<file path="src/inc/atar_pkg.sv">
package atar_pkg;
    // Register port geometry
    localparam int unsigned ATAR_ADDR_W = 8;
    localparam int unsigned ATAR_REG_W = 16;
    // Threshold field sits in bits 15:2, bits 1:0 read as zero
    localparam int unsigned ATAR_TH_W = 14;
    localparam int unsigned ATAR_TH_LSB = 2;
    localparam int unsigned ATAR_TH_MSB = 15;
    localparam logic [1:0] ATAR_TH_PAD = 2'h0;
    // Threshold register offsets
    localparam logic [7:0] ATAR_ADDR_RATIO_LOW_CLR = 8'h32;
    localparam logic [7:0] ATAR_ADDR_RATIO_LOW_SET = 8'h33;
    localparam logic [7:0] ATAR_ADDR_ABS_HIGH_CLR = 8'h34;
    localparam logic [7:0] ATAR_ADDR_ABS_HIGH_SET = 8'h35;
    // Control, level and interrupt registers
    localparam logic [7:0] ATAR_ADDR_REF_SEL = 8'h40;
    localparam logic [7:0] ATAR_ADDR_ALERT_LVL = 8'h41;
    localparam logic [7:0] ATAR_ADDR_INT_STAT = 8'h42;
    localparam logic [7:0] ATAR_ADDR_INT_CLR = 8'h43;
    localparam logic [7:0] ATAR_ADDR_INT_EN = 8'h44;
    // Threshold reset values (14-bit field values)
    localparam logic [13:0] ATAR_RST_RATIO_LOW_CLR = 14'h0000;
    localparam logic [13:0] ATAR_RST_RATIO_LOW_SET = 14'h0000;
    localparam logic [13:0] ATAR_RST_ABS_HIGH_CLR = 14'h3fff;
    localparam logic [13:0] ATAR_RST_ABS_HIGH_SET = 14'h3fff;
    // Extremes that switch a check off
    localparam logic [13:0] ATAR_TH_MIN = 14'h0000;
    localparam logic [13:0] ATAR_TH_MAX = 14'h3fff;
    // Control and interrupt reset values
    localparam logic [15:0] ATAR_RST_REF_SEL = 16'h0000;
    localparam logic [15:0] ATAR_RST_INT_EN = 16'h0000;
    localparam logic [15:0] ATAR_RST_INT_STAT = 16'h0000;
    // Reference select encodings
    localparam logic ATAR_REF_RATIO = 1'b0;
    localparam logic ATAR_REF_ABS = 1'b1;
    // Default channel count and index width
    localparam int unsigned ATAR_NUM_AUX = 6;
    localparam int unsigned ATAR_CHAN_W = 3;
endpackage : atar_pkg

</file>
<file path="src/hdl/atar_alert_cmp.sv">
`timescale 1ns/10ps
module atar_alert_cmp
    import atar_pkg::*;
(
    // Clock and reset
    input wire logic mclk,
    input wire logic resetn,
    // New result for this channel
    input wire logic update,
    input wire logic [13:0] result,
    input wire logic refSel,
    // Thresholds
    input wire logic [13:0] ratioLowSet,
    input wire logic [13:0] ratioLowClr,
    input wire logic [13:0] absHighSet,
    input wire logic [13:0] absHighClr,
    // Alert levels
    output logic lowAlert,
    output logic highAlert
);
    // Compare results, strict for set, inclusive for clear
    wire logic belowSet = result < ratioLowSet;
    wire logic atOrAboveClr = result >= ratioLowClr;
    wire logic aboveSet = result > absHighSet;
    wire logic atOrBelowClr = result <= absHighClr;
    wire logic isRatio = refSel == ATAR_REF_RATIO;

    // Set takes priority, so a misordered pair still alerts
    wire logic lowNxt = !isRatio ? 1'b0 : belowSet ? 1'b1 : atOrAboveClr ? 1'b0 : lowAlert;
    wire logic highNxt = isRatio ? 1'b0 : aboveSet ? 1'b1 : atOrBelowClr ? 1'b0 : highAlert;

    // Alert flops only move on a fresh result
    always_ff @(posedge mclk or negedge resetn) begin
        if (!resetn) begin
            lowAlert <= 1'b0;
            highAlert <= 1'b0;
        end else if (update) begin
            lowAlert <= lowNxt;
            highAlert <= highNxt;
        end
    end
endmodule : atar_alert_cmp

</file>
<file path="src/hdl/atar_regs.sv">
`timescale 1ns/10ps
module atar_regs
    import atar_pkg::*;
#(
    parameter int unsigned NUM_AUX = ATAR_NUM_AUX
) (
    // Clock and reset
    input wire logic mclk,
    input wire logic resetn,
    // Register port
    input wire logic [7:0] regAddr,
    input wire logic [15:0] regWrData,
    input wire logic regWr,
    input wire logic regRd,
    output logic [15:0] regRdData,
    // Auxiliary conversion results
    input wire logic [13:0] auxResult,
    input wire logic [2:0] auxChan,
    input wire logic auxValid,
    // Alert levels and interrupt
    output logic [NUM_AUX-1:0] auxLowAlert,
    output logic [NUM_AUX-1:0] auxHighAlert,
    output logic irq
);
    // One event bit per channel per alert kind
    localparam int unsigned EVT_W = 2 * NUM_AUX;

    // Threshold storage, field only
    logic [13:0] ratioLowClr_r; // Ratiometric low alert clear level
    logic [13:0] ratioLowSet_r; // Ratiometric low alert set level
    logic [13:0] absHighClr_r; // Absolute high alert clear level
    logic [13:0] absHighSet_r; // Absolute high alert set level
    // Control and interrupt state
    logic [NUM_AUX-1:0] refSel_r; // One reference bit per input
    logic [EVT_W-1:0] intEn_r; // Interrupt enables
    logic [EVT_W-1:0] intStat_r; // Sticky alert-rise events
    logic [EVT_W-1:0] intStat_nxt; // Next sticky state
    logic [EVT_W-1:0] intEn_nxt; // Next enables
    logic irq_r; // Registered interrupt level
    logic [15:0] regRdData_r; // Registered read data
    // Previous alert levels for rise detection
    logic [NUM_AUX-1:0] lowPrev_r;
    logic [NUM_AUX-1:0] highPrev_r;
    wire logic [NUM_AUX-1:0] lowLvl; // From channel comparators
    wire logic [NUM_AUX-1:0] highLvl;

    // Address decode
    wire logic selRatioLowClr = regAddr == ATAR_ADDR_RATIO_LOW_CLR;
    wire logic selRatioLowSet = regAddr == ATAR_ADDR_RATIO_LOW_SET;
    wire logic selAbsHighClr = regAddr == ATAR_ADDR_ABS_HIGH_CLR;
    wire logic selAbsHighSet = regAddr == ATAR_ADDR_ABS_HIGH_SET;
    wire logic selRefSel = regAddr == ATAR_ADDR_REF_SEL;
    wire logic selAlertLvl = regAddr == ATAR_ADDR_ALERT_LVL;
    wire logic selIntStat = regAddr == ATAR_ADDR_INT_STAT;
    wire logic selIntClr = regAddr == ATAR_ADDR_INT_CLR;
    wire logic selIntEn = regAddr == ATAR_ADDR_INT_EN;

    // Write strobes per register
    wire logic wrRatioLowClr = regWr && selRatioLowClr;
    wire logic wrRatioLowSet = regWr && selRatioLowSet;
    wire logic wrAbsHighClr = regWr && selAbsHighClr;
    wire logic wrAbsHighSet = regWr && selAbsHighSet;
    wire logic wrRefSel = regWr && selRefSel;
    wire logic wrIntClr = regWr && selIntClr;
    wire logic wrIntEn = regWr && selIntEn;

    // Threshold field of the write data; low two bits dropped
    wire logic [13:0] wrField = regWrData[ATAR_TH_MSB:ATAR_TH_LSB];

    // Ratiometric low clear level
    always_ff @(posedge mclk or negedge resetn) begin
        if (!resetn) begin
            ratioLowClr_r <= ATAR_RST_RATIO_LOW_CLR;
        end else if (wrRatioLowClr) begin
            ratioLowClr_r <= wrField;
        end
    end

    // Ratiometric low set level
    always_ff @(posedge mclk or negedge resetn) begin
        if (!resetn) begin
            ratioLowSet_r <= ATAR_RST_RATIO_LOW_SET;
        end else if (wrRatioLowSet) begin
            ratioLowSet_r <= wrField;
        end
    end

    // Absolute high clear level
    always_ff @(posedge mclk or negedge resetn) begin
        if (!resetn) begin
            absHighClr_r <= ATAR_RST_ABS_HIGH_CLR;
        end else if (wrAbsHighClr) begin
            absHighClr_r <= wrField;
        end
    end

    // Absolute high set level
    always_ff @(posedge mclk or negedge resetn) begin
        if (!resetn) begin
            absHighSet_r <= ATAR_RST_ABS_HIGH_SET;
        end else if (wrAbsHighSet) begin
            absHighSet_r <= wrField;
        end
    end

    // Reference select; changing it leaves alerts until the next result
    always_ff @(posedge mclk or negedge resetn) begin
        if (!resetn) begin
            refSel_r <= ATAR_RST_REF_SEL[NUM_AUX-1:0];
        end else if (wrRefSel) begin
            refSel_r <= regWrData[NUM_AUX-1:0];
        end
    end

    // One comparator per auxiliary input
    genvar ch;
    generate
        for (ch = 0; ch < NUM_AUX; ch = ch + 1) begin : gChan
            // Result belongs to this input
            wire logic chUpd = auxValid && (auxChan == ATAR_CHAN_W'(ch));
            atar_alert_cmp uCmp (
                .mclk(mclk),
                .resetn(resetn),
                .update(chUpd),
                .result(auxResult),
                .refSel(refSel_r[ch]),
                .ratioLowSet(ratioLowSet_r),
                .ratioLowClr(ratioLowClr_r),
                .absHighSet(absHighSet_r),
                .absHighClr(absHighClr_r),
                .lowAlert(lowLvl[ch]),
                .highAlert(highLvl[ch])
            );
        end
    endgenerate

    // Rising edges of alert levels are the interrupt events
    wire logic [EVT_W-1:0] evtRise = {highLvl & ~highPrev_r, lowLvl & ~lowPrev_r};
    // Clear mask only on a write to the clear register
    wire logic [EVT_W-1:0] clrMask = wrIntClr ? regWrData[EVT_W-1:0] : {EVT_W{1'b0}};

    // Sticky status: an event in the clearing cycle survives
    always_comb begin
        intStat_nxt = (intStat_r & ~clrMask) | evtRise;
        intEn_nxt = wrIntEn ? regWrData[EVT_W-1:0] : intEn_r;
    end

    // Previous levels for edge detection
    always_ff @(posedge mclk or negedge resetn) begin
        if (!resetn) begin
            lowPrev_r <= '0;
            highPrev_r <= '0;
        end else begin
            lowPrev_r <= lowLvl;
            highPrev_r <= highLvl;
        end
    end

    // Status, enable and interrupt level
    always_ff @(posedge mclk or negedge resetn) begin
        if (!resetn) begin
            intStat_r <= ATAR_RST_INT_STAT[EVT_W-1:0];
            intEn_r <= ATAR_RST_INT_EN[EVT_W-1:0];
            irq_r <= 1'b0;
        end else begin
            intStat_r <= intStat_nxt;
            intEn_r <= intEn_nxt;
            // Computed from next state so irq tracks status exactly
            irq_r <= |(intStat_nxt & intEn_nxt);
        end
    end

    // Read selection; unmapped and write-only offsets read zero
    wire logic [15:0] rdThresh = selRatioLowClr ? {ratioLowClr_r, ATAR_TH_PAD} :
                                 selRatioLowSet ? {ratioLowSet_r, ATAR_TH_PAD} :
                                 selAbsHighClr ? {absHighClr_r, ATAR_TH_PAD} :
                                 selAbsHighSet ? {absHighSet_r, ATAR_TH_PAD} : 16'h0000;
    wire logic [15:0] rdCtrl = selRefSel ? 16'(refSel_r) :
                               selAlertLvl ? 16'({highLvl, lowLvl}) :
                               selIntStat ? 16'(intStat_r) :
                               selIntEn ? 16'(intEn_r) : 16'h0000;
    wire logic [15:0] rdMux = rdThresh | rdCtrl;

    // Read data stands only in the cycle after the strobe
    always_ff @(posedge mclk or negedge resetn) begin
        if (!resetn) begin
            regRdData_r <= 16'h0000;
        end else begin
            regRdData_r <= regRd ? rdMux : 16'h0000;
        end
    end

    // Outputs straight from flops
    assign regRdData = regRdData_r;
    assign auxLowAlert = lowLvl;
    assign auxHighAlert = highLvl;
    assign irq = irq_r;
endmodule : atar_regs

</file>
<file path="config.mk">
export PLATFORM = sky130hd
export DESIGN_NAME = atar_regs
export DESIGN_NICKNAME = d
export VERILOG_FILES = /design/src/inc/atar_pkg.sv /design/src/hdl/atar_alert_cmp.sv /design/src/hdl/atar_regs.sv
export SDC_FILE = /design/constraint.sdc
export NUM_CORES = 1
export LEC_CHECK = 0
export BUFFER_PORTS_ARGS = -buffer_cell sky130_fd_sc_hd__buf_4
export CORE_MARGIN = 2
export CORE_UTILIZATION = 50
export DETAILED_ROUTE_END_ITERATION = 8
export MAX_ROUTING_LAYER = met4
export PLACE_DENSITY = 0.74
export RECOVER_POWER = 100
export SETUP_SLACK_MARGIN = 0.5
export SLEW_MARGIN = 15
export SYNTH_ARGS = -nofsm -noshare
export SYNTH_HDL_FRONTEND = slang
export SYNTH_SLANG_ARGS = --single-unit
</file>
<file path="constraint.sdc">
create_clock -name mclk -period 5.5 [get_ports mclk]
set_clock_uncertainty 0.15 [all_clocks]
set_input_delay 1.1 -clock mclk [delete_from_list [all_inputs] [get_ports mclk]]
set_output_delay 1.1 -clock mclk [all_outputs]
set_load 0.005 [all_outputs]
</file>
==> results.md <==
* Status: complete, but fails checks
* Failing checks: max-capacitance violations, max-slew violations
* Clk Tree Root Cell: clkbuf_16
* Global-route wire length before repair at 29,400 microns
* Std cell rows at 43
* Layout cell share with drive strength beyond 1 at 26.7%
* HP Start: gChan[3].uCmp.lowAlert
* Clock Latency Late Sink at 420 ps
* CTS max path bufs at 2
* Clock period minus worst slack at 3920 ps
* DR iter-0 viols at 445
* Vias/cell at 5.92
* Initial DRT Pass Iterations at 7
* # nets final at 823
* Routed WL per cell at 20.4 microns
* Placed Cells at 883
* Most common cell after layout, fill and taps aside: dfrtp_1
* Worst-margin pin slew at 2620 ps
* Starting Density at 50.8%
* Top_reg_cell synth: dfrtp_1
* Flop-to-flop setup slack at 2490 ps
* Final WL at 18,700 microns
* Fin. Hold Viols at 0
* Worst slew margin at -74.7%
* Crit path DAT at 4070 ps
* Syn Inst Count at 652
* Clk pin slew, worst setup/hold paths at 60 ps
* Die ar. at 14,900 sq um
* #FFs+latches synth at 127
* EDFF count, synth at 0
* N_diodes at 0
* Max VDD drop at 212 uV
* Hold buffer count at CTS at 0
* CP startpoint kind: input pin
* Fmax at 255 MHz
* Setup CP Type: input pin to flip-flop
* Ports at 75
* TNS Setup at 0 ps
* Dpl hpwl at 13,800 microns
* Tot Pwr at 2.44 mW
* Initial antenna violation count at 0
* Post-synthesis cell type count at 47
* Setup violators final at 0
* Mapped Avg Cell Area at 10.7 sq um
* RSZ-0062 raised after global routing: false
* Worst hold-check path type: flip-flop to flip-flop
* Final ANT Viol Nets at 0
* Non-Filler Instances at 915
* Static Leak at 3.66 nW
* Die boundary width at 122 microns
* Largest net degree at the start of global routing at 48
* Synth Cell Area at 6990 sq um
* PwrDens at 299 nW/um^2
* Final Wtd Congestion at 0.896
* Most frequent cells in the layout: 99 x dfrtp_1, 74 x inv_1, 69 x mux2_2
* PostCTS Resize Cnt at 0
* Syn Nets at 753
* CTS tree: done
* DR DRC count at 0
* CTS Sinks at 127
* Slew Viols, Final at 48
* Gr ovfl total at 0
* Vias in the first global route at 5,579
* CP required at 5650 ps
* MaxCap Viol Count at 1
* Worst-path maximum fanout at 12
* Critical Path Source: regAddr[5]
* Die Ht at 122 microns
* Area growth, synth to finish at 16.9%
* TritonCTS Buffers at 17
* Crit path capture type: flip-flop
* R2R cell count at 8
* Seq/Total Area, Yosys at 45.9%
* Ys async rst share at 100%
* # port buffers at 74
* RR Startpoint: absHighSet_r[9]
* Reg-to-reg endpoint: gChan[0].uCmp.highAlert
* Yosys warns at 0
* H-tree depth at 4
* Total setup buffers inserted after CTS at 0
* Hold path cells at 0
* Period utilisation layout at 71.3%
* Worst hold endpoint: lowPrev_r[3]
* Via count at 5,420
* Global Route Usage Sum at 27.2%
* Core area at 13,800 sq um
[area by class of cell]
cell class                      instances  area, sq um
Multi-Input combinational cell        422         3330
Clock buffer                           24          482
Sequential cell                       127         3210
Clock inverter                          8         82.6
Fill cell                            1163         5600
Tap cell                              180          225
Inverter                               74          278
Timing Repair Buffer                   80          564
[state kept, by name, summed over array words and instances (netlist names)]
register / cells
regRdData: 16
absHighClr_r: 14
absHighSet_r: 14
ratioLowClr_r: 14
ratioLowSet_r: 14
intEn_r: 12
intStat_r: 12
gChan.uCmp.highAlert: 6
gChan.uCmp.lowAlert: 6
highPrev_r: 6
lowPrev_r: 6
refSel_r: 6
irq: 1
[through the flow]
step	setup WS, ps	utilization [%]	cell area, sq um	hold WS (ps)
detailed placement	1420	55.6	7660	277
floorplan	1700	-	6990	240
global route	999	59.3	8170	301
finish	1580	59.3	8170	292
CTS	1850	59.7	8220	290
global placement	1470	55.6	7660	258
[where the power goes]
part           leakage, nW  internal (mW)  total, mW  switching [mW]
Sequential            1.58           1.01       1.06          0.0527
Combinational         1.82          0.137      0.303           0.166
Clock                0.263          0.658       1.07           0.416
[worst max-delay path: stages]
cell and delay (ps):
clkbuf_4 120, or4b_1 670, or4b_1 860, mux2_1 440, a22o_1 250, a221o_1 260
or3_1 360
[how the worst max path moves through the flow]
stage | depth (start not counted) | endpoint
2_1_floorplan | 8 | irq
3_3_place_gp | 7 | irq
3_5_place_dp | 7 | irq
4_1_cts | 7 | irq
5_1_grt | 2 | gChan[0].uCmp.highAlert
6_report | 7 | irq
[logic make-up (layout without fill, tap and decap cells)]
family | after synthesis | count (layout) | share of synthesized area (%)
AND/OR/NAND/NOR | 133 | 133 | 9.32
buffers and inverters | 103 | 186 | 6.30
AO/OA/AOI/OAI | 141 | 141 | 13.8
adder cells (fa/ha/maj) | 55 | 55 | 9.84
flip-flops | 127 | 127 | 45.9
multiplexers | 93 | 93 | 14.8
[synth_stat cells, types with 13 or more instances]
cell type / count / area, sq um
dfrtp_1: 99 / 2480
mux2_2: 75 / 845
inv_1: 74 / 278
ha_1: 55 / 688
nand2_1: 42 / 158
a21oi_1: 39 / 195
nor2_1: 32 / 120
dfstp_2: 28 / 736
a21o_1: 17 / 128
o21ai_0: 17 / 85.1
mux2i_1: 16 / 160
a22oi_1: 13 / 97.6
[per-layer routing]
layer	vias up	global-route usage [%]	share of wire [%]
met4	0	10.8	2.6
li1	2476	-	-
met1	2695	34.9	43
met2	208	42.9	48
met5	-	-	0
met3	41	5.02	5.9
Note: power is estimated with default switching activity, not from simulation.
